--- config.mk ---
export PLATFORM = sky130hd
export DESIGN_NAME = ccseq_core_cycle_sequencer
export DESIGN_NICKNAME = d
export VERILOG_FILES = /design/src/ccseq_pkg.sv /design/src/ccseq_core_cycle_sequencer.sv
export SDC_FILE = /design/constraint.sdc
export NUM_CORES = 1
export LEC_CHECK = 0
export BUFFER_PORTS_ARGS = -buffer_cell sky130_fd_sc_hd__buf_2
export CELL_PAD_IN_SITES_DETAIL_PLACEMENT = 1
export CELL_PAD_IN_SITES_GLOBAL_PLACEMENT = 2
export CORE_AREA = 4 4 112 114
export CTS_CLUSTER_SIZE = 25
export DETAILED_ROUTE_END_ITERATION = 6
export DIE_AREA = 0 0 116 118
export GPL_ROUTABILITY_DRIVEN = 1
export PLACE_DENSITY = 0.88
export SLEW_MARGIN = 20
export SYNTH_ARGS = -nofsm -noshare
export SYNTH_HDL_FRONTEND = slang
export SYNTH_SLANG_ARGS = --single-unit
--- constraint.sdc ---
create_clock -name pclk -period 2.75 [get_ports pclk]
set_clock_uncertainty 0.2 [all_clocks]
set_input_delay 0.825 -clock pclk [delete_from_list [all_inputs] [get_ports pclk]]
set_output_delay 0.825 -clock pclk [all_outputs]
set_load 0.02 [all_outputs]
--- src/ccseq_pkg.sv ---
// Purpose: Shared constants and types for the core cycle sequencer.
// Assumes: 50 MHz pclk; one 100 ns interval is five pclk cycles.
// Notes:   Register offsets are byte addresses on a 32-bit APB bus.
package ccseq_pkg;

  // Timing of one request interval and its phase slots.
  localparam int CLK_PERIOD_NS = 20;
  localparam int INTERVAL_NS = 100;
  localparam int PH_CYCLES = (INTERVAL_NS + CLK_PERIOD_NS - 1) / CLK_PERIOD_NS;
  localparam logic [2:0] PH_LAST = 3'(PH_CYCLES - 1);
  localparam logic [2:0] PH_SEQ = 3'h0;
  localparam logic [2:0] PH_OUT = 3'h1;
  localparam logic [2:0] PH_OUT_DLY = 3'h2;
  localparam logic [2:0] PH_IN = 3'h3;
  localparam logic [2:0] PH_RDATA = 3'h4;

  // Core cycle interval numbers.
  localparam logic [3:0] IV_FIRST_READ = 4'h3;
  localparam logic [3:0] IV_SECOND_READ = 4'h4;
  localparam logic [3:0] IV_LAST = 4'h9;

  // Register offsets.
  localparam logic [11:0] OFF_CTRL = 12'h000;
  localparam logic [11:0] OFF_ADDR = 12'h004;
  localparam logic [11:0] OFF_STATUS = 12'h008;

  // Control register fields.
  localparam int CTRL_GO = 0;
  localparam int CTRL_ST_UPPER = 1;
  localparam int CTRL_ST_LOWER = 2;
  localparam int CTRL_RD_EN = 3;
  localparam int CTRL_RD_UPPER = 4;
  localparam int ADDR_W = 14;

  // Reset values.
  localparam logic [3:0] CTRL_RESET = 4'h0;
  localparam logic [ADDR_W-1:0] ADDR_RESET = 14'h0000;
  localparam logic [3:0] IV_RESET = 4'h9;

  // Request captured for a core cycle: resident and current status view.
  typedef struct packed {
    logic st_upper;
    logic st_lower;
    logic rd_en;
    logic rd_upper;
  } ccseq_req_t;

  // Commands driven to the core module.
  typedef struct packed {
    logic start;
    logic upper_half_store_cmd;
    logic lower_half_store_cmd;
    logic read_cmd;
    logic read_half_select_cmd;
    logic core_output_strobe;
    logic reg_input_strobe;
  } ccseq_core_cmd_t;

  // Answers driven to the requesting port.
  typedef struct packed {
    logic first_resp;
    logic accepted;
    logic satisfied;
    logic not_satisfied_resp;
    logic reg_input_strobe;
    logic port_output_strobe;
  } ccseq_port_resp_t;

endpackage

--- src/ccseq_core_cycle_sequencer.sv ---
// Purpose: Steps a core memory cycle through 100 ns intervals and shares
//          the buffer register buses between the ports and the core.
// Assumes: APB slave with zero wait states; port and core inputs are
//          asynchronous pins and are synchronised before use.
// Notes:   The five phase clocks are one-cycle slots inside each interval.
//
// Summary of operation
// - Each 100 ns interval splits into sequence, out, out delay, in and read data phase slots.
// - First port response after in phase; second response on out phase.
// - Store input strobe within 100 ns; output strobe with the response.
// - Inhibits suppress second responses and port strobes after first one.
// - Interval counter advances on sequence phase; core events follow it.
// - Core address valid before start; start pulse sent in interval 0.
// - Upper then lower store commands in intervals 0 and 1 as needed.
// - Each store interval raises fetch inhibit; port fetches not satisfied.
// - Each core read interval raises store inhibit, blocking port stores.
// - Store command originates in the available interval before start.
// - Register-to-core start gives output strobe on out phase, then store.
// - Read half-select is prepared ahead of the read data intervals.
// - Interval 0 held in its own flop while the counter is cleared.
// - Cycle starts by latching status on sequence phase while available.
// - Status makes register-to-core start, fetch inhibit, strobe, command.
// - Separate upper and lower store lines; one read half-select bit.
// - Second word store in second slot; interval 0 clears free and sync.
// - Second write re-derives start from latest status, lower store.
// - Interval 2 generates no new core signals; interval 1 only the second word store.
// - Read time gives core-to-register start, store inhibit, read command.
// - Core read capture strobe waits for in phase of next interval.
// - Ports free after reads; module busy until interval 9 availability.
// - Core cycle spans ten intervals 0 to 9 at the request rate.
`timescale 1ns/10ps
module ccseq_core_cycle_sequencer (
  // Clock and reset.
  input wire logic pclk,
  input wire logic presetn,
  // APB slave.
  input wire logic psel,
  input wire logic penable,
  input wire logic pwrite,
  input wire logic [11:0] paddr,
  input wire logic [31:0] pwdata,
  output logic [31:0] prdata,
  output logic pready,
  output logic pslverr,
  // Port request pins.
  input wire logic port_req,
  input wire logic port_req_store,
  output ccseq_pkg::ccseq_port_resp_t port_resp,
  // Core module pins.
  input wire logic unit_available,
  output ccseq_pkg::ccseq_core_cmd_t core_cmd,
  output logic [ccseq_pkg::ADDR_W-1:0] core_addr_bits,
  // Bus sharing conditions.
  output logic store_inhibit,
  output logic fetch_inhibit
);

  // Phase slot counter and the phase strobes it decodes.
  logic [2:0] ph_q;
  logic seq_phase_clk;
  logic out_phase_clk;
  logic out_dly_clk;
  logic in_phase_clk;
  logic read_data_clk;

  // Synchronisers for the asynchronous pins.
  logic [1:0] ua_sync_q;
  logic [1:0] req_sync_q;
  logic [1:0] rst_sync_q;
  logic ua_s;
  logic req_s;
  logic req_store_s;

  // Software registers.
  logic [3:0] ctrl_q;
  logic [ccseq_pkg::ADDR_W-1:0] addr_q;
  logic pending_q;

  // Core cycle state.
  logic [3:0] iv_q;
  logic interval0_q;
  logic core_free_flag_q;
  logic unit_avail_sync_q;
  logic in_proc_q;
  ccseq_pkg::ccseq_req_t stat_q;
  logic cycle_go;
  logic reg_to_core_start;
  logic core_to_reg_start;
  logic read_data_time;
  logic rd_prev_q;
  logic core_cmd_half_q;

  // Port service state.
  logic port_open_q;
  logic port_store_q;
  logic store_ok_q;

  // APB decode.
  logic apb_wr;
  logic apb_rd;
  logic addr_hit;

  // True when the offset names a mapped register.
  function automatic logic is_mapped(input logic [11:0] a);
    return (a == ccseq_pkg::OFF_CTRL) || (a == ccseq_pkg::OFF_ADDR) ||
           (a == ccseq_pkg::OFF_STATUS);
  endfunction

  // Phase slots repeat every interval; each clock is one slot wide.
  always_ff @(posedge pclk or negedge presetn) begin
    if (!presetn) begin
      ph_q <= 3'h0;
    end else if (ph_q == ccseq_pkg::PH_LAST) begin
      ph_q <= 3'h0;
    end else begin
      ph_q <= ph_q + 3'h1;
    end
  end

  // Phase decodes.
  assign seq_phase_clk = (ph_q == ccseq_pkg::PH_SEQ);
  assign out_phase_clk = (ph_q == ccseq_pkg::PH_OUT);
  assign out_dly_clk = (ph_q == ccseq_pkg::PH_OUT_DLY);
  assign in_phase_clk = (ph_q == ccseq_pkg::PH_IN);
  assign read_data_clk = (ph_q == ccseq_pkg::PH_RDATA);

  // Two-flop synchronisers; only the second stage is read.
  always_ff @(posedge pclk or negedge presetn) begin
    if (!presetn) begin
      ua_sync_q <= 2'h0;
      req_sync_q <= 2'h0;
      rst_sync_q <= 2'h0;
    end else begin
      ua_sync_q <= {ua_sync_q[0], unit_available};
      req_sync_q <= {req_sync_q[0], port_req};
      rst_sync_q <= {rst_sync_q[0], port_req_store};
    end
  end

  assign ua_s = ua_sync_q[1];
  assign req_s = req_sync_q[1];
  assign req_store_s = rst_sync_q[1];

  // APB: zero wait state; unmapped offsets answer with an error.
  assign apb_wr = psel && penable && pwrite;
  assign apb_rd = psel && !pwrite;
  assign addr_hit = is_mapped(paddr);
  assign pready = 1'b1;
  assign pslverr = psel && penable && !addr_hit;

  // Control and address registers; go is a self-clearing command bit.
  always_ff @(posedge pclk or negedge presetn) begin
    if (!presetn) begin
      ctrl_q <= ccseq_pkg::CTRL_RESET;
      addr_q <= ccseq_pkg::ADDR_RESET;
    end else if (apb_wr && paddr == ccseq_pkg::OFF_CTRL) begin
      ctrl_q <= pwdata[ccseq_pkg::CTRL_RD_UPPER:ccseq_pkg::CTRL_ST_UPPER];
    end else if (apb_wr && paddr == ccseq_pkg::OFF_ADDR && !in_proc_q) begin
      addr_q <= pwdata[ccseq_pkg::ADDR_W-1:0];
    end
  end

  // Pending cycle request; a new go in the start cycle is kept.
  always_ff @(posedge pclk or negedge presetn) begin
    if (!presetn) begin
      pending_q <= 1'b0;
    end else if (apb_wr && paddr == ccseq_pkg::OFF_CTRL &&
                 pwdata[ccseq_pkg::CTRL_GO]) begin
      pending_q <= 1'b1;
    end else if (cycle_go) begin
      pending_q <= 1'b0;
    end
  end

  // Read data is registered in the setup phase so it is stable in access.
  always_ff @(posedge pclk or negedge presetn) begin
    if (!presetn) begin
      prdata <= 32'h0000_0000;
    end else if (apb_rd && !penable) begin
      case (paddr)
        ccseq_pkg::OFF_CTRL: prdata <= {27'h0, ctrl_q, 1'b0};
        ccseq_pkg::OFF_ADDR: prdata <= {18'h0, addr_q};
        ccseq_pkg::OFF_STATUS: prdata <= {20'h0, fetch_inhibit,
          store_inhibit, pending_q, in_proc_q, unit_avail_sync_q,
          core_free_flag_q, interval0_q, 1'b0, iv_q};
        default: prdata <= 32'h0000_0000;
      endcase
    end
  end

  // A cycle starts on the sequence slot while the module is available.
  assign cycle_go = seq_phase_clk && pending_q && unit_avail_sync_q &&
                    core_free_flag_q && !in_proc_q;

  // Availability sync and core-free flag; start clears both.
  always_ff @(posedge pclk or negedge presetn) begin
    if (!presetn) begin
      unit_avail_sync_q <= 1'b1;
      core_free_flag_q <= 1'b1;
    end else if (cycle_go) begin
      unit_avail_sync_q <= 1'b0;
      core_free_flag_q <= 1'b0;
    end else if (seq_phase_clk && ua_s && iv_q == ccseq_pkg::IV_LAST) begin
      unit_avail_sync_q <= 1'b1;
      core_free_flag_q <= 1'b1;
    end
  end

  // Interval counter: cleared at start, advances per interval, holds at 9.
  always_ff @(posedge pclk or negedge presetn) begin
    if (!presetn) begin
      iv_q <= ccseq_pkg::IV_RESET;
    end else if (cycle_go) begin
      iv_q <= 4'h0;
    end else if (seq_phase_clk && iv_q != ccseq_pkg::IV_LAST) begin
      iv_q <= iv_q + 4'h1;
    end
  end

  // Interval 0 runs in its own flop so it is decoded without counter lag.
  always_ff @(posedge pclk or negedge presetn) begin
    if (!presetn) begin
      interval0_q <= 1'b0;
    end else if (cycle_go) begin
      interval0_q <= 1'b1;
    end else if (seq_phase_clk) begin
      interval0_q <= 1'b0;
    end
  end

  // In-process state and the status latched at the start.
  always_ff @(posedge pclk or negedge presetn) begin
    if (!presetn) begin
      in_proc_q <= 1'b0;
      stat_q <= '0;
      core_addr_bits <= ccseq_pkg::ADDR_RESET;
    end else if (cycle_go) begin
      in_proc_q <= 1'b1;
      // The control word holds upper store in its low bit, so map by name.
      stat_q.st_upper <= ctrl_q[0];
      stat_q.st_lower <= ctrl_q[1];
      stat_q.rd_en <= ctrl_q[2];
      stat_q.rd_upper <= ctrl_q[3];
      core_addr_bits <= addr_q;
    end else if (seq_phase_clk && iv_q == ccseq_pkg::IV_LAST) begin
      in_proc_q <= 1'b0;
    end else if (seq_phase_clk && iv_q == 4'h0) begin
      stat_q <= {stat_q.st_upper, stat_q.st_lower & ctrl_q[1],
                 stat_q.rd_en, stat_q.rd_upper};
    end
  end

  // Register-to-core start: interval 0 for either half, interval 1 for the
  // second word of a double store. Intervals 1 and 2 carry nothing else.
  assign reg_to_core_start = in_proc_q &&
    ((interval0_q && (stat_q.st_upper || stat_q.st_lower)) ||
     (!interval0_q && iv_q == 4'h1 && stat_q.st_upper &&
      stat_q.st_lower));

  // Read time covers the two core read intervals.
  assign read_data_time = in_proc_q && stat_q.rd_en && !interval0_q &&
    (iv_q == ccseq_pkg::IV_FIRST_READ ||
     iv_q == ccseq_pkg::IV_SECOND_READ);
  assign core_to_reg_start = read_data_time;

  // Inhibits follow the core's use of the register buses.
  assign fetch_inhibit = reg_to_core_start;
  assign store_inhibit = core_to_reg_start;

  // Read time of the previous interval, for the delayed capture strobe.
  always_ff @(posedge pclk or negedge presetn) begin
    if (!presetn) begin
      rd_prev_q <= 1'b0;
    end else if (seq_phase_clk) begin
      rd_prev_q <= read_data_time;
    end
  end

  // Core-side commands; each is registered, and all but the half select last one phase slot.
  always_ff @(posedge pclk or negedge presetn) begin
    if (!presetn) begin
      core_cmd <= '0;
    end else begin
      core_cmd.start <= in_proc_q && interval0_q && out_phase_clk;
      core_cmd.core_output_strobe <= out_phase_clk &&
                                     reg_to_core_start;
      core_cmd.upper_half_store_cmd <= out_dly_clk && reg_to_core_start &&
        interval0_q && stat_q.st_upper;
      core_cmd.lower_half_store_cmd <= out_dly_clk && reg_to_core_start &&
        (!interval0_q || !stat_q.st_upper);
      core_cmd.read_cmd <= read_data_clk && read_data_time;
      core_cmd.reg_input_strobe <= in_phase_clk && rd_prev_q;
      core_cmd.read_half_select_cmd <= core_cmd_half_q;
    end
  end

  // The half select is set up from the start so it is ready for read data.
  always_ff @(posedge pclk or negedge presetn) begin
    if (!presetn) begin
      core_cmd_half_q <= 1'b0;
    end else if (cycle_go) begin
      core_cmd_half_q <= ctrl_q[3];
    end
  end

  // Port service: a request is taken on the in phase slot and answered on
  // the next out phase slot, so an inhibit raised in between still counts.
  always_ff @(posedge pclk or negedge presetn) begin
    if (!presetn) begin
      port_open_q <= 1'b0;
      port_store_q <= 1'b0;
    end else if (in_phase_clk) begin
      port_open_q <= req_s;
      port_store_q <= req_store_s;
    end else if (out_phase_clk) begin
      port_open_q <= 1'b0;
    end
  end

  // An accepted store gets its input strobe on the next in phase slot,
  // which puts it exactly one interval after the first response.
  always_ff @(posedge pclk or negedge presetn) begin
    if (!presetn) begin
      store_ok_q <= 1'b0;
    end else if (out_phase_clk) begin
      store_ok_q <= port_open_q && port_store_q && !store_inhibit;
    end else if (in_phase_clk) begin
      store_ok_q <= 1'b0;
    end
  end

  // Port responses are registered; each lasts one phase slot.
  always_ff @(posedge pclk or negedge presetn) begin
    if (!presetn) begin
      port_resp <= '0;
    end else begin
      port_resp.first_resp <= in_phase_clk && req_s;
      port_resp.accepted <= out_phase_clk && port_open_q &&
                            port_store_q && !store_inhibit;
      port_resp.satisfied <= out_phase_clk && port_open_q &&
                             !port_store_q && !fetch_inhibit;
      port_resp.not_satisfied_resp <= out_phase_clk && port_open_q &&
                                      !port_store_q && fetch_inhibit;
      port_resp.port_output_strobe <= out_phase_clk && port_open_q &&
                                      !port_store_q && !fetch_inhibit;
      port_resp.reg_input_strobe <= in_phase_clk && store_ok_q;
    end
  end

endmodule

==> Word level (Yosys, flattened, before mapping) <==
Cells that the tools add are included.
{ "word_totals": {"register_bits": 101, "in_bits": 52, "output_inout_bits": 63, "wordCells": 140} }
{ "classes": {"muxes": 19, "addsub": 2, "n_reduce_logical": 72, "n_eq_ne": 12, "bitwise_logic": 2} }
{ "op_table": {"columns": ["cell", "n"], "rows": [
  ["$logic_and A1 B1 Y1", 45],
  ["$pmux W14 S3", 1],
  ["$reduce_bool A2 Y1", 7],
  ["$eq A12 B3 Y1 const B", 1],
  ["$eq A12 B4 Y1 const B", 1],
  ["$logic_not A12 Y1", 1],
  ["$mux W1", 12],
  ["$mux W4", 3],
  ["$logic_not A1 Y1", 9],
  ["$mux W3", 3],
  ["$eq A3 B2 Y1 const B", 2],
  ["$logic_or A1 B1 Y1", 6],
  ["$add A4 B1 Y4 const B", 1],
  ["$eq A4 B1 Y1 const B", 1],
  ["$eq A4 B2 Y1 const B", 1],
  ["$eq A4 B3 Y1 const B", 1],
  ["$eq A4 B4 Y1 const B", 1],
  ["$logic_not A4 Y1", 1],
  ["$ne A4 B4 Y1 const B", 1],
  ["$reduce_and A2 Y1", 2],
  ["$add A3 B1 Y3 const B", 1],
  ["$eq A3 B1 Y1 const B", 1],
  ["$eq A3 B3 Y1 const B", 1],
  ["$logic_not A3 Y1", 1],
  ["3 further kinds", 3]
]} }

==> Logic depth before layout (Yosys ltp) <==
Gate-level depths: netlist of the first run.
{ "depth": {"ltp_word": 9, "ltp_mapped": 7, "mapped_depth_nobuf": 7} }

==> Least setup slack after synthesis of the first run <==
OpenSTA, ideal clock, no wires.
{ "synth_timing": {"path_type": "input port to flip-flop", "startpoint": "input paddr[1]", "endpoint": "register addr_q[0] (netlist name)", "slack_ns": -0.335, "required_time_ns": 2.425, "path_buffers": 2, "cell_stages": 6, "setup_ns": 0.125, "t_arrival_ns": 2.759, "path_cell_list": "or4_1 clkbuf_2 or3_4 nor4_4 buf_8 mux2_4"} }
{ "synth_via": {"elab_chain_len": 4, "word_cells_on_any_way": 7, "cone_classes": "1 x eq/ne; 1 x bitwise; 5 x reduce/logical"} }
{ "synth_rtl": {"columns": ["item", "line_no", "rtl"], "rows": [
  ["from (decl)", "ccseq_core_cycle_sequencer.sv:40", "input wire logic [11:0] paddr,"],
  ["$eq A12 B3 Y1 / $logic_not A12 Y1 (equally long branches)", "ccseq_core_cycle_sequencer.sv:158, ccseq_core_cycle_sequencer.sv:156", null],
  ["$logic_and A1 B1 Y1, on equally long branches", "ccseq_core_cycle_sequencer.sv:158, ccseq_core_cycle_sequencer.sv:156", null],
  ["$logic_and A1 B1 Y1 / $not A1 Y1 (equally long branches)", null, null],
  ["$reduce_and A2 Y1 (no line) (*)", null, null],
  ["to (signal assigned)", "ccseq_core_cycle_sequencer.sv:155", "addr_q <= ccseq_pkg::ADDR_RESET;"],
  ["to (signal assigned)", "ccseq_core_cycle_sequencer.sv:159", "addr_q <= pwdata[ccseq_pkg::ADDR_W-1:0];"],
  ["to (decl)", "ccseq_core_cycle_sequencer.sv:76", "logic [ccseq_pkg::ADDR_W-1:0] addr_q;"]
]} }
Mark *: on every way between the ends. The rest lies on a longest branch, timed or not.
A chain may end at the register's enable or synchronous reset.

==> Worst setup path in the final report of the first run <==
{ "layout_timing": {"startpoint": "input paddr[10]", "endpoint": "output pslverr"} }
{ "layout_via": {"elab_chain_len": 5, "word_cells_on_any_way": 7, "cone_classes": "2 x eq/ne; 5 x reduce/logical"} }
{ "layout_rtl": {"columns": ["item", "line_no", "rtl"], "rows": [
  ["$eq A12 B3 Y1 / $logic_not A12 Y1 (equally long branches)", "ccseq_core_cycle_sequencer.sv:105", "return (a == ccseq_pkg::OFF_CTRL) || (a == ccseq_pkg::OFF_ADDR) ||"],
  ["$logic_or A1 B1 Y1", "ccseq_core_cycle_sequencer.sv:105", null],
  ["$logic_or A1 B1 Y1 (*)", "ccseq_core_cycle_sequencer.sv:105", null],
  ["$logic_not A1 Y1 (*)", "ccseq_core_cycle_sequencer.sv:149", "assign pslverr = psel && penable && !addr_hit;"],
  ["$logic_and A1 B1 Y1 (*)", "ccseq_core_cycle_sequencer.sv:149", null],
  ["to (decl)", "ccseq_core_cycle_sequencer.sv:44", "output logic pslverr,"]
]} }
Marked as above.

==> summary.md, run 1 <==
| Metric | Value |
|---|---|
| Area grow syn2layout | `31.8%` |
| Final setup vio count | `10` |
| Share of cells above drive strength 1 | `about 46%` |
| Die width | `116 um` |
| Die ar. | `roughly 14000 um2` |
| Clk buf depth | `2` |
| Cell Area, Placed | `4220 um2` |
| Critical path data arrival time | `1.90 ns` |
| End of the critical path | `pslverr` |
| FMAX | `342 MHz` |
| Root Buffer | `clkbuf_16` |
| Die Ht | `118 um` |
| First-pass GRT wire length | `15.1 mm` |
| Post-synth top area cell | `dfrtp_1` |
| Antenna Violating Nets Remaining | `0` |
| Crit Path Max Fanout | `2` |
| R2r startpoint | `iv_q[0]` |
| Setup CP Type | `in2out` |
| Placed Cells | `approximately 520` |
| Ranking of synthesized cells by area | `dfrtp_1 55%, mux2_2 8.4%, buf_4 4.2%, mux2_4 4.2%, nand2_1 3.1%` |
| Top cells by count, synth | `80 x dfrtp_1, 30 x nand2_1, 27 x mux2_2, 20 x buf_4` |
| Hold-fix buffers, CTS | `0` |
| Vias in the first global route | `2831` |
| # H-tree levels | `3` |
| Initial antenna violation count | `0` |
| I/O Buffers | `77` |
| Number of synthesized flops with an enable pin | `0` |
| HPWL after detailed placement | `6.71 mm` |
| Post-synthesis cell type count | `47` |
| Largest net degree at the start of global routing | `37` |
| Gate power share | `under 10%` |
| Initial DRC count | `130` |
| CORE AREA | `11400 um2` |
| Final min period | `2.93 ns` |
| Residual DRC | `0` |
| Final Instance Area | `4760 um2` |
| Syn avg cell area | `12.2 um2` |
| GRT Total Usage | `between 10% and 20%` |
| Clock share of power | `47.9%` |
| Crit. End Element | `output pin` |
| Fin. Hold Viols | `0` |
| Wire per inst | `17.2 um` |
| Leakage | `2.39 nW` |
| Post-synthesis sequential area ratio | `about 58%` |
| Non-Filler Instances | `552` |
| Hold WC Path Type | `reg2reg` |
| Routed WL | `9.52 mm` |
| Post-route setup TNS | `-0.409 ns` |
| Crit path launch type | `input port` |
| IO Pins | `~120` |
| Via density | `4.75` |
| Yosys reg bits | `83` |
| Pint | `0.00199 W` |
| Sw power | `roughly 0.00061 W` |
| Main synth FF type | `dfrtp_1` |
| Worst Setup SP | `paddr[10]` |
| Period utilisation layout | `106%` |
| Max Cap Viol | `0` |
| Cts bufs inserted | `9` |
| Reg2Reg Capture Point | `port_resp[4]` |
| Status | `finished, violations left` |
| CTS tree | `built` |
| Ant diodes | `0` |
| Top cell type's share of synthesized area | `55.5%` |
| RSZ-0062 raised after global routing | `yes` |
| Clock sinks | `83` |
| Req. time, crit path | `1.73 ns` |
| Starting Density | `31.6%` |
| Worst-path clk slew | `0.06 ns` |
| Count leader, synth | `dfrtp_1` |
| Final Wtd Congestion | `0.761` |
| Register-to-register setup slack | `0.11 ns` |
| Vias | `around 2.6k` |
| Drt pass-1 iters | `4` |
| Site Rows | `39` |
| GRT Residual Overflow | `0` |
| Worst Slack Setup Final | `-0.178 ns` |
| Final Core Density | `a little over two fifths` |
| Worst-skew pair later-pin latency | `0.34 ns` |
| Ys async rst share | `100%` |
| Seq pwr share | `47.5%` |
| Final slew viol count | `0` |
| PwrDens | `around 550 nW/um2` |
| # nets final | `464` |
| Synth warnings | `0` |
| Sw Share | `23.6%` |
| Cell area after synthesis | `3610 um2` |
| Failing checks | `negative setup slack` |
| Maximum VDD drop | `0.376 mV` |
| R2R depth | `14` |
| Synth Instances | `approximately 300` |
## metal layers
layer | up-vias | part of all wire (%) | global-route usage, %
met5 | - | 0 | 0
met4 | 0 | 1.5 | 3.99
met3 | 18 | 6.6 | 4.73
met2 | 89 | 49 | 23.2
met1 | 1307 | 43 | 18.1
li1 | 1206 | - | -
## cell families (layout without fill, tap and decap cells)
logic type                 count (synthesis)  count (layout)  synth area share, %
adders and majority gates                  8               8                 2.77
xor gates and xnor gates                   3               3                0.729
buffers and inverters                     38             135                 6.42
DFF                                       83              83                 57.7
and+or+nand+nor                           85              85                 12.7
muxes                                     38              38                 12.9
other                                      2              19                0.208
AOI/OAI and AO/OA                         38              38                 6.66
## through the flow
stage | setup WS, ns | total power (W) | hold slack [ns]
2_1_floorplan | -0.216 | 0.00132 | 0.131
3_3_place_gp | -0.363 | 0.00137 | 0.133
3_5_place_dp | -0.369 | 0.00137 | 0.143
4_1_cts | -0.208 | 0.00263 | 0.158
5_1_grt | -0.219 | 0.00271 | 0.164
6_report | -0.178 | 0.00260 | 0.158
## cell type report
class                   count  area [um2]
clock buffers               9         225
multi-input cells         191        1460
repair buffers            111         698
clock inverters             7        85.1
flip-flops and latches     83        2080
well taps                 143         179
fillers                  1259        6660
inverters                   8        30.0
## what timing repair did
item / in CTS / in global routing
hold endpoints to repair: 0 / 0
pin swaps: 5 / 5
setup endpoints to repair: 5 / 18
resized for setup: 23 / 11
buffers inserted: 11 / 2
gates cloned: 0 / 0
## power groups by stage
stage,Clock (W),Combinational (W),Sequential (W)
5_1_grt,0.00134,0.000133,0.00123
2_1_floorplan,0,0.0000629,0.00126
3_5_place_dp,0,0.000114,0.00126
4_1_cts,0.00128,0.000118,0.00123
3_3_place_gp,0,0.000110,0.00126
6_report,0.00124,0.000121,0.00123
## placed cells by master, fill, tap and decap left out, types with 2 or more instances in the layout
| cell type | instances |
|---|---|
| buf_6 | 8 |
| and2_1 | 3 |
| a21oi_1 | 7 |
| dfstp_2 | 3 |
| nand4_1 | 2 |
| clkinvlp_4 | 2 |
| ha_1 | 5 |
| nand2b_1 | 2 |
| a22oi_1 | 9 |
| nor3b_1 | 2 |
| buf_2 | 71 |
| o211ai_1 | 3 |
| inv_1 | 6 |
| nor2b_1 | 4 |
| ha_4 | 3 |
| inv_8 | 2 |
| mux2_2 | 24 |
| nand3_1 | 12 |
| inv_2 | 2 |
| dfrtp_1 | 79 |
| xor2_1 | 2 |
| clkinv_4 | 2 |
| buf_4 | 31 |
| or4_4 | 2 |
| clkbuf_16 | 9 |
| nand3b_1 | 2 |
| nand2_1 | 29 |
| mux2_4 | 13 |
| o21ai_0 | 10 |
| nor2_1 | 12 |
| conb_1 | 19 |
## worst min-delay path by stage
stage	from	end	slack, ns	cells past startpoint
final	req_sync_q[0]	req_sync_q[1]	0.16	0
after floorplan	req_sync_q[0]	req_sync_q[1]	0.13	0
after CTS	req_sync_q[0]	req_sync_q[1]	0.16	0
after detailed placement	req_sync_q[0]	req_sync_q[1]	0.14	0
after global placement	req_sync_q[0]	req_sync_q[1]	0.13	0
after global routing	req_sync_q[0]	req_sync_q[1]	0.16	0
## sequential cells by signal (all words and copies together) (netlist names)
| register | count |
|---|---|
| in_proc_q | 1 |
| port_store_q | 1 |
| ph_q | 3 |
| req_sync_q | 2 |
| rd_prev_q | 1 |
| pending_q | 1 |
| core_cmd_half_q | 1 |
| addr_q | 14 |
| core_addr_bits | 14 |
| ctrl_q | 4 |
| port_open_q | 1 |
| prdata | 14 |
| store_ok_q | 1 |
| iv_q | 4 |
| stat_q | 3 |
| rst_sync_q | 2 |
| core_cmd | 7 |
| port_resp | 5 |
| ua_sync_q | 2 |
| interval0_q | 1 |
| unit_avail_sync_q | 1 |
## critical path, cell delays in order
cell	delay, ns
buf_6	0.09
or4_4	0.55
nor3_4	0.23
a21oi_2	0.08
buf_6	0.13
No activity file was read; power rests on OpenSTA's default activity.
==> run 2: changes to the inputs <==
--- a/config.mk
+++ b/config.mk
@@ -9,11 +9,12 @@
 export CELL_PAD_IN_SITES_DETAIL_PLACEMENT = 1
 export CELL_PAD_IN_SITES_GLOBAL_PLACEMENT = 2
 export CORE_AREA = 4 4 112 114
-export CTS_CLUSTER_SIZE = 25
+export CTS_CLUSTER_SIZE = 40
 export DETAILED_ROUTE_END_ITERATION = 6
 export DIE_AREA = 0 0 116 118
 export GPL_ROUTABILITY_DRIVEN = 1
 export PLACE_DENSITY = 0.88
+export REMOVE_ABC_BUFFERS = 1
 export SLEW_MARGIN = 20
 export SYNTH_ARGS = -nofsm -noshare
 export SYNTH_HDL_FRONTEND = slang
==> run 2 against run 1 <==
The flow still finishes with violations (negative setup slack). Register-to-register slack worse by 0.06 ns. Worst hold slack worse by 0.012 ns. Combinational power about the same. Utilization up 0.22 points. Design area up 0.53%. Worst setup slack worse by 0.023 ns. Count of clock-buffer cells in the layout up 3. Die area unchanged. Sequential share of layout area down 0.23 points. Critical endpoint unchanged.
==> summary.md, run 2 (synthesized netlist as in run 1, its figures left out) <==
| Metric | Value |
|---|---|
| Clock share of power | `47.2% (-0.7 points)` |
| CP Cell Sequence | `buf_6, or4_4, nor3_4, a21oi_2, buf_6` |
| Worst Slack Setup Final | `-0.201 ns (-0.0229 ns)` |
| # nets final | `468 (+0.86%)` |
| Final Core Density | `41.9% (+0.22 points)` |
| CP max stage cell | `or4_4` |
| Gate power share | `4.6% (about the same)` |
| I/O Buffers | `77 (unchanged)` |
| Crit. End Element | `output pin` |
| Area grow syn2layout | `32.5%` |
| Pint | `0.00200 W (+0.51%)` |
| Antenna Violating Nets Remaining | `0 (unchanged)` |
| Setup CP Type | `in2out` |
| # H-tree levels | `3 (unchanged)` |
| Final Wtd Congestion | `0.788 (+3.5%)` |
| Status | `finished, violations left` |
| Area used by multi-input combinational logic | `1450 um2 (-0.60%)` |
| Final Instance Area | `4780 um2 (+0.53%)` |
| Max Cap Viol | `0 (unchanged)` |
| Share of cells above drive strength 1 | `46.5% (+0.28 points)` |
| Routed WL | `9.41 mm (-1.1%)` |
| Maximum VDD drop | `0.303 mV (-19%)` |
| Crit path max-delay family | `simple AND/OR/NAND/NOR gates` |
| Worst-path clk slew | `0.06 ns (about the same)` |
| Vias in the first global route | `2913 (+2.9%)` |
| Clk buf depth | `2 (unchanged)` |
| Critical path data arrival time | `1.93 ns (+0.03 ns)` |
| Cts bufs inserted | `9 (unchanged)` |
| Period utilisation layout | `107% (+0.83 points)` |
| Final slew viol count | `0 (unchanged)` |
| Initial antenna violation count | `0 (unchanged)` |
| WP buf/inv | `2 (unchanged)` |
| Leakage | `2.42 nW (+1.6%)` |
| Fill count | `1274 (+1.2%)` |
| Via density | `4.73 (-0.38%)` |
| Failing checks | `negative setup slack` |
| Sw power | `0.000564 W (-7.8%)` |
| GRT Residual Overflow | `0 (unchanged)` |
| Initial DRC count | `66 (-49%)` |
| Critical Path Max Stage Delay | `0.55 ns (about the same)` |
| Hold WC Path Type | `reg2reg` |
| Worst-skew pair later-pin latency | `0.34 ns (about the same)` |
| Req. time, crit path | `1.73 ns (about the same)` |
| Non-Filler Instances | `556 (+0.72%)` |
| Die ar. | `13700 um2 (unchanged)` |
| Clock sinks | `83 (unchanged)` |
| Die Ht | `118 um (unchanged)` |
| FMAX | `339 MHz (-0.78%)` |
| GRT Total Usage | `14.4% (+0.13 points)` |
| IO Pins | `115 (unchanged)` |
| Crit Path Max Fanout | `2 (unchanged)` |
| RSZ-0062 raised after global routing | `yes` |
| Most frequent cells in the layout | `79 x dfrtp_1, 71 x buf_2, 36 x buf_4` |
| Starting Density | `31.6% (unchanged)` |
| Final setup vio count | `16 (+6)` |
| Sw Share | `22.0% (-1.5 points)` |
| Placed Cells | `522 (-0.19%)` |
| Wire per inst | `16.9 um (-1.8%)` |
| Site Rows | `39 (unchanged)` |
| FF+latch area | `2080 um2 (unchanged)` |
| Final min period | `2.95 ns (+0.0229 ns)` |
| First-pass GRT wire length | `15.4 mm (+2.4%)` |
| Seq pwr share | `48.2% (+0.7 points)` |
| Die width | `116 um (unchanged)` |
| Crit path launch type | `input port` |
| Cell mode on critical path | `buf_6` |
| PwrDens | `536 nW/um2 (-2.0%)` |
| CORE AREA | `11400 um2 (unchanged)` |
| Cell Area, Placed | `4220 um2 (about the same)` |
| Residual DRC | `0 (unchanged)` |
| CTS tree | `built` |
| Drt pass-1 iters | `4 (unchanged)` |
| HPWL after detailed placement | `6.46 mm (-3.8%)` |
| Fin. Hold Viols | `0 (unchanged)` |
| Vias | `2629 (+0.34%)` |
| Ant diodes | `0 (unchanged)` |
| Regs by FF count | `addr_q (14), core_addr_bits (14), prdata (14)` |
| Commonest non-fill, non-tap cell in the layout | `dfrtp_1` |
| Largest net degree at the start of global routing | `40 (+8.1%)` |
| Root Buffer | `clkbuf_16` |
run 2: cell type report:
type,instances,share of cell area (%)
inverters,8,0.628
repair buffers,115,15.6
clock buffers,12,5.16
clock inverters,4,1.02
multi-input cells,191,30.3
well taps,143,3.74
flip-flops and latches,83,43.5
run 2: metrics by stage:
stage	hold WS, ns	TNS (ns)	setup WS (ns)	power [W]
2_1_floorplan	0.131	-19.29	-0.641	0.00130
3_3_place_gp	0.136	-7.03	-0.395	0.00136
3_5_place_dp	0.136	-7.91	-0.480	0.00137
4_1_cts	0.150	-0.182	-0.167	0.00258
5_1_grt	0.153	-1.24	-0.218	0.00267
6_report	0.146	-0.633	-0.201	0.00256
run 2: repair_timing:
action,CTS,global route
setup endpoints to repair,21,23
gates resized for setup,23,11
hold buffers,0,0
setup buffers,15,4
pin swaps,7,5
gates cloned,0,1
run 2: power by group through the flow:
stage / combinational, W / clock (W) / sequential [W]
final: 0.000118 / 0.00121 / 0.00123
after global routing: 0.000132 / 0.00130 / 0.00123
after CTS: 0.000115 / 0.00124 / 0.00123
after detailed placement: 0.000111 / 0 / 0.00126
after global placement: 0.000107 / 0 / 0.00126
after floorplan: 0.0000400 / 0 / 0.00126
run 2: worst register-to-register path: stages (launching register included):
cell	delay, ns
dfstp_2	0.58
buf_6	0.12
ha_4	0.12
mux2_4	0.13
nand4_1	0.21
buf_4	0.23
buf_4	0.13
buf_4	0.13
buf_4	0.12
buf_4	0.12
buf_4	0.12
buf_4	0.12
buf_4	0.14
nand2_2	0.07
o21ai_1	0.05
run 2: worst paths after layout:
| kind | endpoint | cells past startpoint | startpoint | slack, ns |
|---|---|---|---|---|
| hold / removal | req_sync_q[1] | 0 | req_sync_q[0] | 0.15 |
| min in group asynchronous | port_store_q | 1 | presetn | 0.19 |
| max in group asynchronous | iv_q[3] | 2 | presetn | 1.52 |
| setup reg to reg | store_ok_q | 14 | iv_q[0] | 0.05 |
| setup / recovery | pslverr | 5 | paddr[1] | -0.20 |
| hold reg to reg | req_sync_q[1] | 0 | req_sync_q[0] | 0.15 |
run 2: per-layer routing:
| metal | global-route usage (%) | wire length [um] | share of wire [%] | vias up |
|---|---|---|---|---|
| met3 | 3.91 | 485 | 5.2 | 19 |
| met5 | 0 | 0 | 0 | - |
| met2 | 23.1 | 4730 | 50 | 65 |
| met4 | 5.66 | 218 | 2.3 | 0 |
| li1 | - | - | - | 1208 |
| met1 | 18.4 | 3980 | 42 | 1337 |
==> run 3: changes to the inputs <==
--- a/config.mk
+++ b/config.mk
@@ -5,13 +5,14 @@
 export SDC_FILE = /design/constraint.sdc
 export NUM_CORES = 1
 export LEC_CHECK = 0
+export ABC_AREA = 1
 export BUFFER_PORTS_ARGS = -buffer_cell sky130_fd_sc_hd__buf_2
 export CELL_PAD_IN_SITES_DETAIL_PLACEMENT = 1
 export CELL_PAD_IN_SITES_GLOBAL_PLACEMENT = 2
-export CORE_AREA = 4 4 112 114
+export CORE_AREA = 4 4 118 120
 export CTS_CLUSTER_SIZE = 40
 export DETAILED_ROUTE_END_ITERATION = 6
-export DIE_AREA = 0 0 116 118
+export DIE_AREA = 0 0 122 124
 export GPL_ROUTABILITY_DRIVEN = 1
 export PLACE_DENSITY = 0.88
 export REMOVE_ABC_BUFFERS = 1
==> run 3 against run 2 <==
Worst hold slack better by 0.0055 ns. Critical path type unchanged. Global-route usage is 1.6 points lower. Worst setup slack better by 0.30 ns. Highest routed layer unchanged. Critical path depth is 2 higher. Die area is 11% higher. Synthesized cell count is 41% higher. Via count is 11% higher. Count of clock-buffer cells in the layout is 1 lower. Synthesized area is 2.5% higher. Non-clock buffer count is 30 lower. Combinational power is 8% lower. Sequential power hardly changed. Critical endpoint unchanged. The flow now finishes without violations. Largest cell class unchanged.
==> summary.md, run 3 <==
| Metric | Value |
|---|---|
| Status | `finished clean` |
| Fill count | `1585 (+24%)` |
| Rel. slew slack | `64.6%` |
| Seq pwr share | `48.1% (about the same)` |
| Yosys reg bits | `83 (unchanged)` |
| Area grow syn2layout | `22.6%` |
| Drt pass-1 iters | `4 (unchanged)` |
| Crit path launch type | `input port` |
| Sw Share | `20.4% (-1.7 points)` |
| Routed WL | `9.38 mm (-0.36%)` |
| Reg2Reg Capture Point | `iv_q[0]` |
| Count leader, synth | `nand2_1` |
| Period utilisation layout | `96.6% (-11 points)` |
| Vias | `2912 (+11%)` |
| Ant diodes | `0 (unchanged)` |
| Hold WC Path Type | `reg2reg` |
| Req. time, crit path | `1.73 ns (about the same)` |
| Worst-path clk slew | `0.05 ns (about the same)` |
| HPWL after detailed placement | `6.97 mm (+7.9%)` |
| R2r startpoint | `ph_q[0]` |
| CORE AREA | `13000 um2 (+14%)` |
| Die Ht | `124 um (+5.1%)` |
| Via density | `4.29 (-9.2%)` |
| Main combinational cell family by area after synthesis | `simple AND/OR/NAND/NOR gates` |
| Synth Instances | `417 (+41%)` |
| Syn avg cell area | `8.86 um2 (-28%)` |
| GRT Total Usage | `12.8% (-1.6 points)` |
| Maximum VDD drop | `0.193 mV (-36%)` |
| Max Cap Viol | `0 (unchanged)` |
| Cell area after synthesis | `3700 um2 (+2.5%)` |
| Vias in the first global route | `3134 (+7.6%)` |
| RSZ-0062 raised after global routing | `no` |
| Leakage | `2.48 nW (+2.4%)` |
| Mux contribution to synthesized area | `0% (-13 points)` |
| Cts bufs inserted | `9 (unchanged)` |
| Sw power | `0.000523 W (-7.3%)` |
| I/O Buffers | `77 (unchanged)` |
| Commonest non-fill, non-tap cell in the layout | `nand2_1` |
| Number of synthesized flops with an enable pin | `0 (unchanged)` |
| Pwr Total | `0.00257 W (+0.23%)` |
| Largest net degree at the start of global routing | `84 (+110%)` |
| Site Rows | `42 (+7.7%)` |
| Most frequent cells in the layout | `121 x nand2_1, 80 x dfrtp_1, 75 x buf_2` |
| GRT Residual Overflow | `0 (unchanged)` |
| Post-synthesis cell type count | `27 (-43%)` |
| Synth warnings | `0 (unchanged)` |
| Starting Density | `28.5% (-3.1 points)` |
| Pint | `0.00204 W (+2.4%)` |
| Wire per inst | `13.8 um (-18%)` |
| Final setup vio count | `0 (-16)` |
| Hold-fix buffers, CTS | `0 (unchanged)` |
| Final Wtd Congestion | `0.740 (-6.1%)` |
| Critical path data arrival time | `1.63 ns (-0.30 ns)` |
| Clock sinks | `83 (unchanged)` |
| Simple-gate share of the synthesized area | `22.2% (+9.5 points)` |
| Residual DRC | `0 (unchanged)` |
| Root Buffer | `clkbuf_16` |
| Post-route setup TNS | `0 ns (+0.633 ns)` |
| Post-synth top area cell | `dfrtp_1` |
| Gate power share | `4.2% (-0.4 points)` |
| Final slew viol count | `0 (unchanged)` |
| Top cells by count, synth | `123 x nand2_1, 80 x dfrtp_1, 48 x inv_1, 32 x nand3_1, 23 x o21ai_0` |
| # nets final | `559 (+19%)` |
| Register-to-register setup slack | `0.83 ns (+0.78 ns)` |
| Initial DRC count | `59 (-11%)` |
| Worst Setup SP | `paddr[5]` |
| Crit. End Element | `output pin` |
| Worst-skew pair later-pin latency | `0.33 ns (about the same)` |
| Top cell type's share of synthesized area | `54.2% (-1.3 points)` |
| Adder-Cell Fraction of Synth Area | `2.71% (-0.067 points)` |
| Regs by FF count | `addr_q (14), core_addr_bits (14), prdata (14)` |
| Initial antenna violation count | `0 (unchanged)` |
| # H-tree levels | `3 (unchanged)` |
| XOR/XNOR share of the synthesized area | `0.237% (-0.49 points)` |
| Fin. Hold Viols | `0 (unchanged)` |
| Ranking of synthesized cells by area | `dfrtp_1 54%, nand2_1 12%, inv_1 4.9%, buf_4 4.5%, nand3_1 4.3%` |
| Die width | `122 um (+5.2%)` |
| Die ar. | `15100 um2 (+11%)` |
| Main synth FF type | `dfrtp_1` |
| Clk buf depth | `2 (unchanged)` |
| Ys async rst share | `100% (unchanged)` |
| CTS tree | `built` |
| Final min period | `2.66 ns (-0.296 ns)` |
| Setup CP Type | `in2out` |
| Crit Path Max Fanout | `2 (unchanged)` |
| IO Pins | `115 (unchanged)` |
| R2R depth | `7 (-7)` |
| End of the critical path | `pslverr` |
| Synth Area in Compound Gates | `7.01% (+0.35 points)` |
| Clock share of power | `47.7% (+0.5 points)` |
| Share of cells above drive strength 1 | `24.3% (-22 points)` |
| PwrDens | `566 nW/um2 (+5.7%)` |
| First-pass GRT wire length | `15.3 mm (-0.54%)` |
| Antenna Violating Nets Remaining | `0 (unchanged)` |
| Post-synthesis sequential area ratio | `56.3% (-1.4 points)` |
| FMAX | `377 MHz (+11%)` |
| Worst-margin pin slew | `about 0.53 ns` |
[run 3: cell types whose count changed in the layout (fill, tap and decap cells not counted), sizes merged, moves of 9 or more]
cell / delta
nand2: +97
inv: +42
mux2: -37
buf: -29
o21ai: +28
nand3: +20
nor2: +14
a22oi: -9
[run 3: what timing repair did]
item	4_1_cts	5_1_grt
endpoints found under the setup margin	0	3
gates resized for setup	0	10
setup buffers	0	2
[run 3: cells by family after synthesis]
logic type | count (synthesis)
other cells | 2
fa+ha+maj | 8
flops | 83
buf+inv | 82
simple gates | 191
compound gates | 50
xor+xnor | 1
[run 3: metrics by stage]
stage	hold WS, ns	area [um2]	utilization [%]	cells	setup slack [ns]
after CTS	0.154	4500	34.6	676	0.00118
after global placement	0.133	4200	32.3	662	0.0442
after floorplan	0.131	3530	-	403	0.0211
after detailed placement	0.142	4200	32.3	662	0.0538
final	0.151	4530	34.9	678	0.0944
after global routing	0.164	4530	34.9	678	0.00138
[run 3: area by class of cell]
type | instances | area [um2] | share of cell area, %
clock inverters | 3 | 65.1 | 1.44
well taps | 176 | 220 | 4.86
multi-input cells | 269 | 1280 | 28.2
repair buffers | 85 | 463 | 10.2
clock buffers | 11 | 233 | 5.13
flip-flops and latches | 83 | 2080 | 45.9
inverters | 51 | 191 | 4.22
[run 3: critical path, stage by stage]
cell and delay [ns]:
buf_2 0.10, nor2_1 0.11, nand2_2 0.08, nor2_4 0.13, nand2_1 0.09, and3_1 0.15, buf_2 0.15
[run 3: metal layers]
metal / part of all wire, % / track usage (%) / up-vias
met5: 0 / 0 / -
met4: 1.4 / 4.34 / 0
met3: 2.8 / 2.72 / 9
met2: 51 / 21.8 / 47
met1: 45 / 16.4 / 1434
li1: - / - / 1422
[run 3: how the worst min path moves through the flow]
stage               depth (start not counted)          start  slack [ns]       endpoint
detailed placement                          0  req_sync_q[0]        0.14  req_sync_q[1]
finish                                      0  req_sync_q[0]        0.15  req_sync_q[1]
global route                                0  req_sync_q[0]        0.16  req_sync_q[1]
floorplan                                   0  req_sync_q[0]        0.13  req_sync_q[1]
global placement                            0  req_sync_q[0]        0.13  req_sync_q[1]
CTS                                         0  req_sync_q[0]        0.15  req_sync_q[1]
[run 3: power by group through the flow]
| stage | Sequential [W] | Combinational (W) | Clock, W |
|---|---|---|---|
| floorplan | 0.00126 | 0.0000435 | 0 |
| global placement | 0.00126 | 0.000106 | 0 |
| detailed placement | 0.00126 | 0.000109 | 0 |
| CTS | 0.00123 | 0.000109 | 0.00125 |
| global route | 0.00123 | 0.000124 | 0.00131 |
| finish | 0.00123 | 0.000108 | 0.00122 |
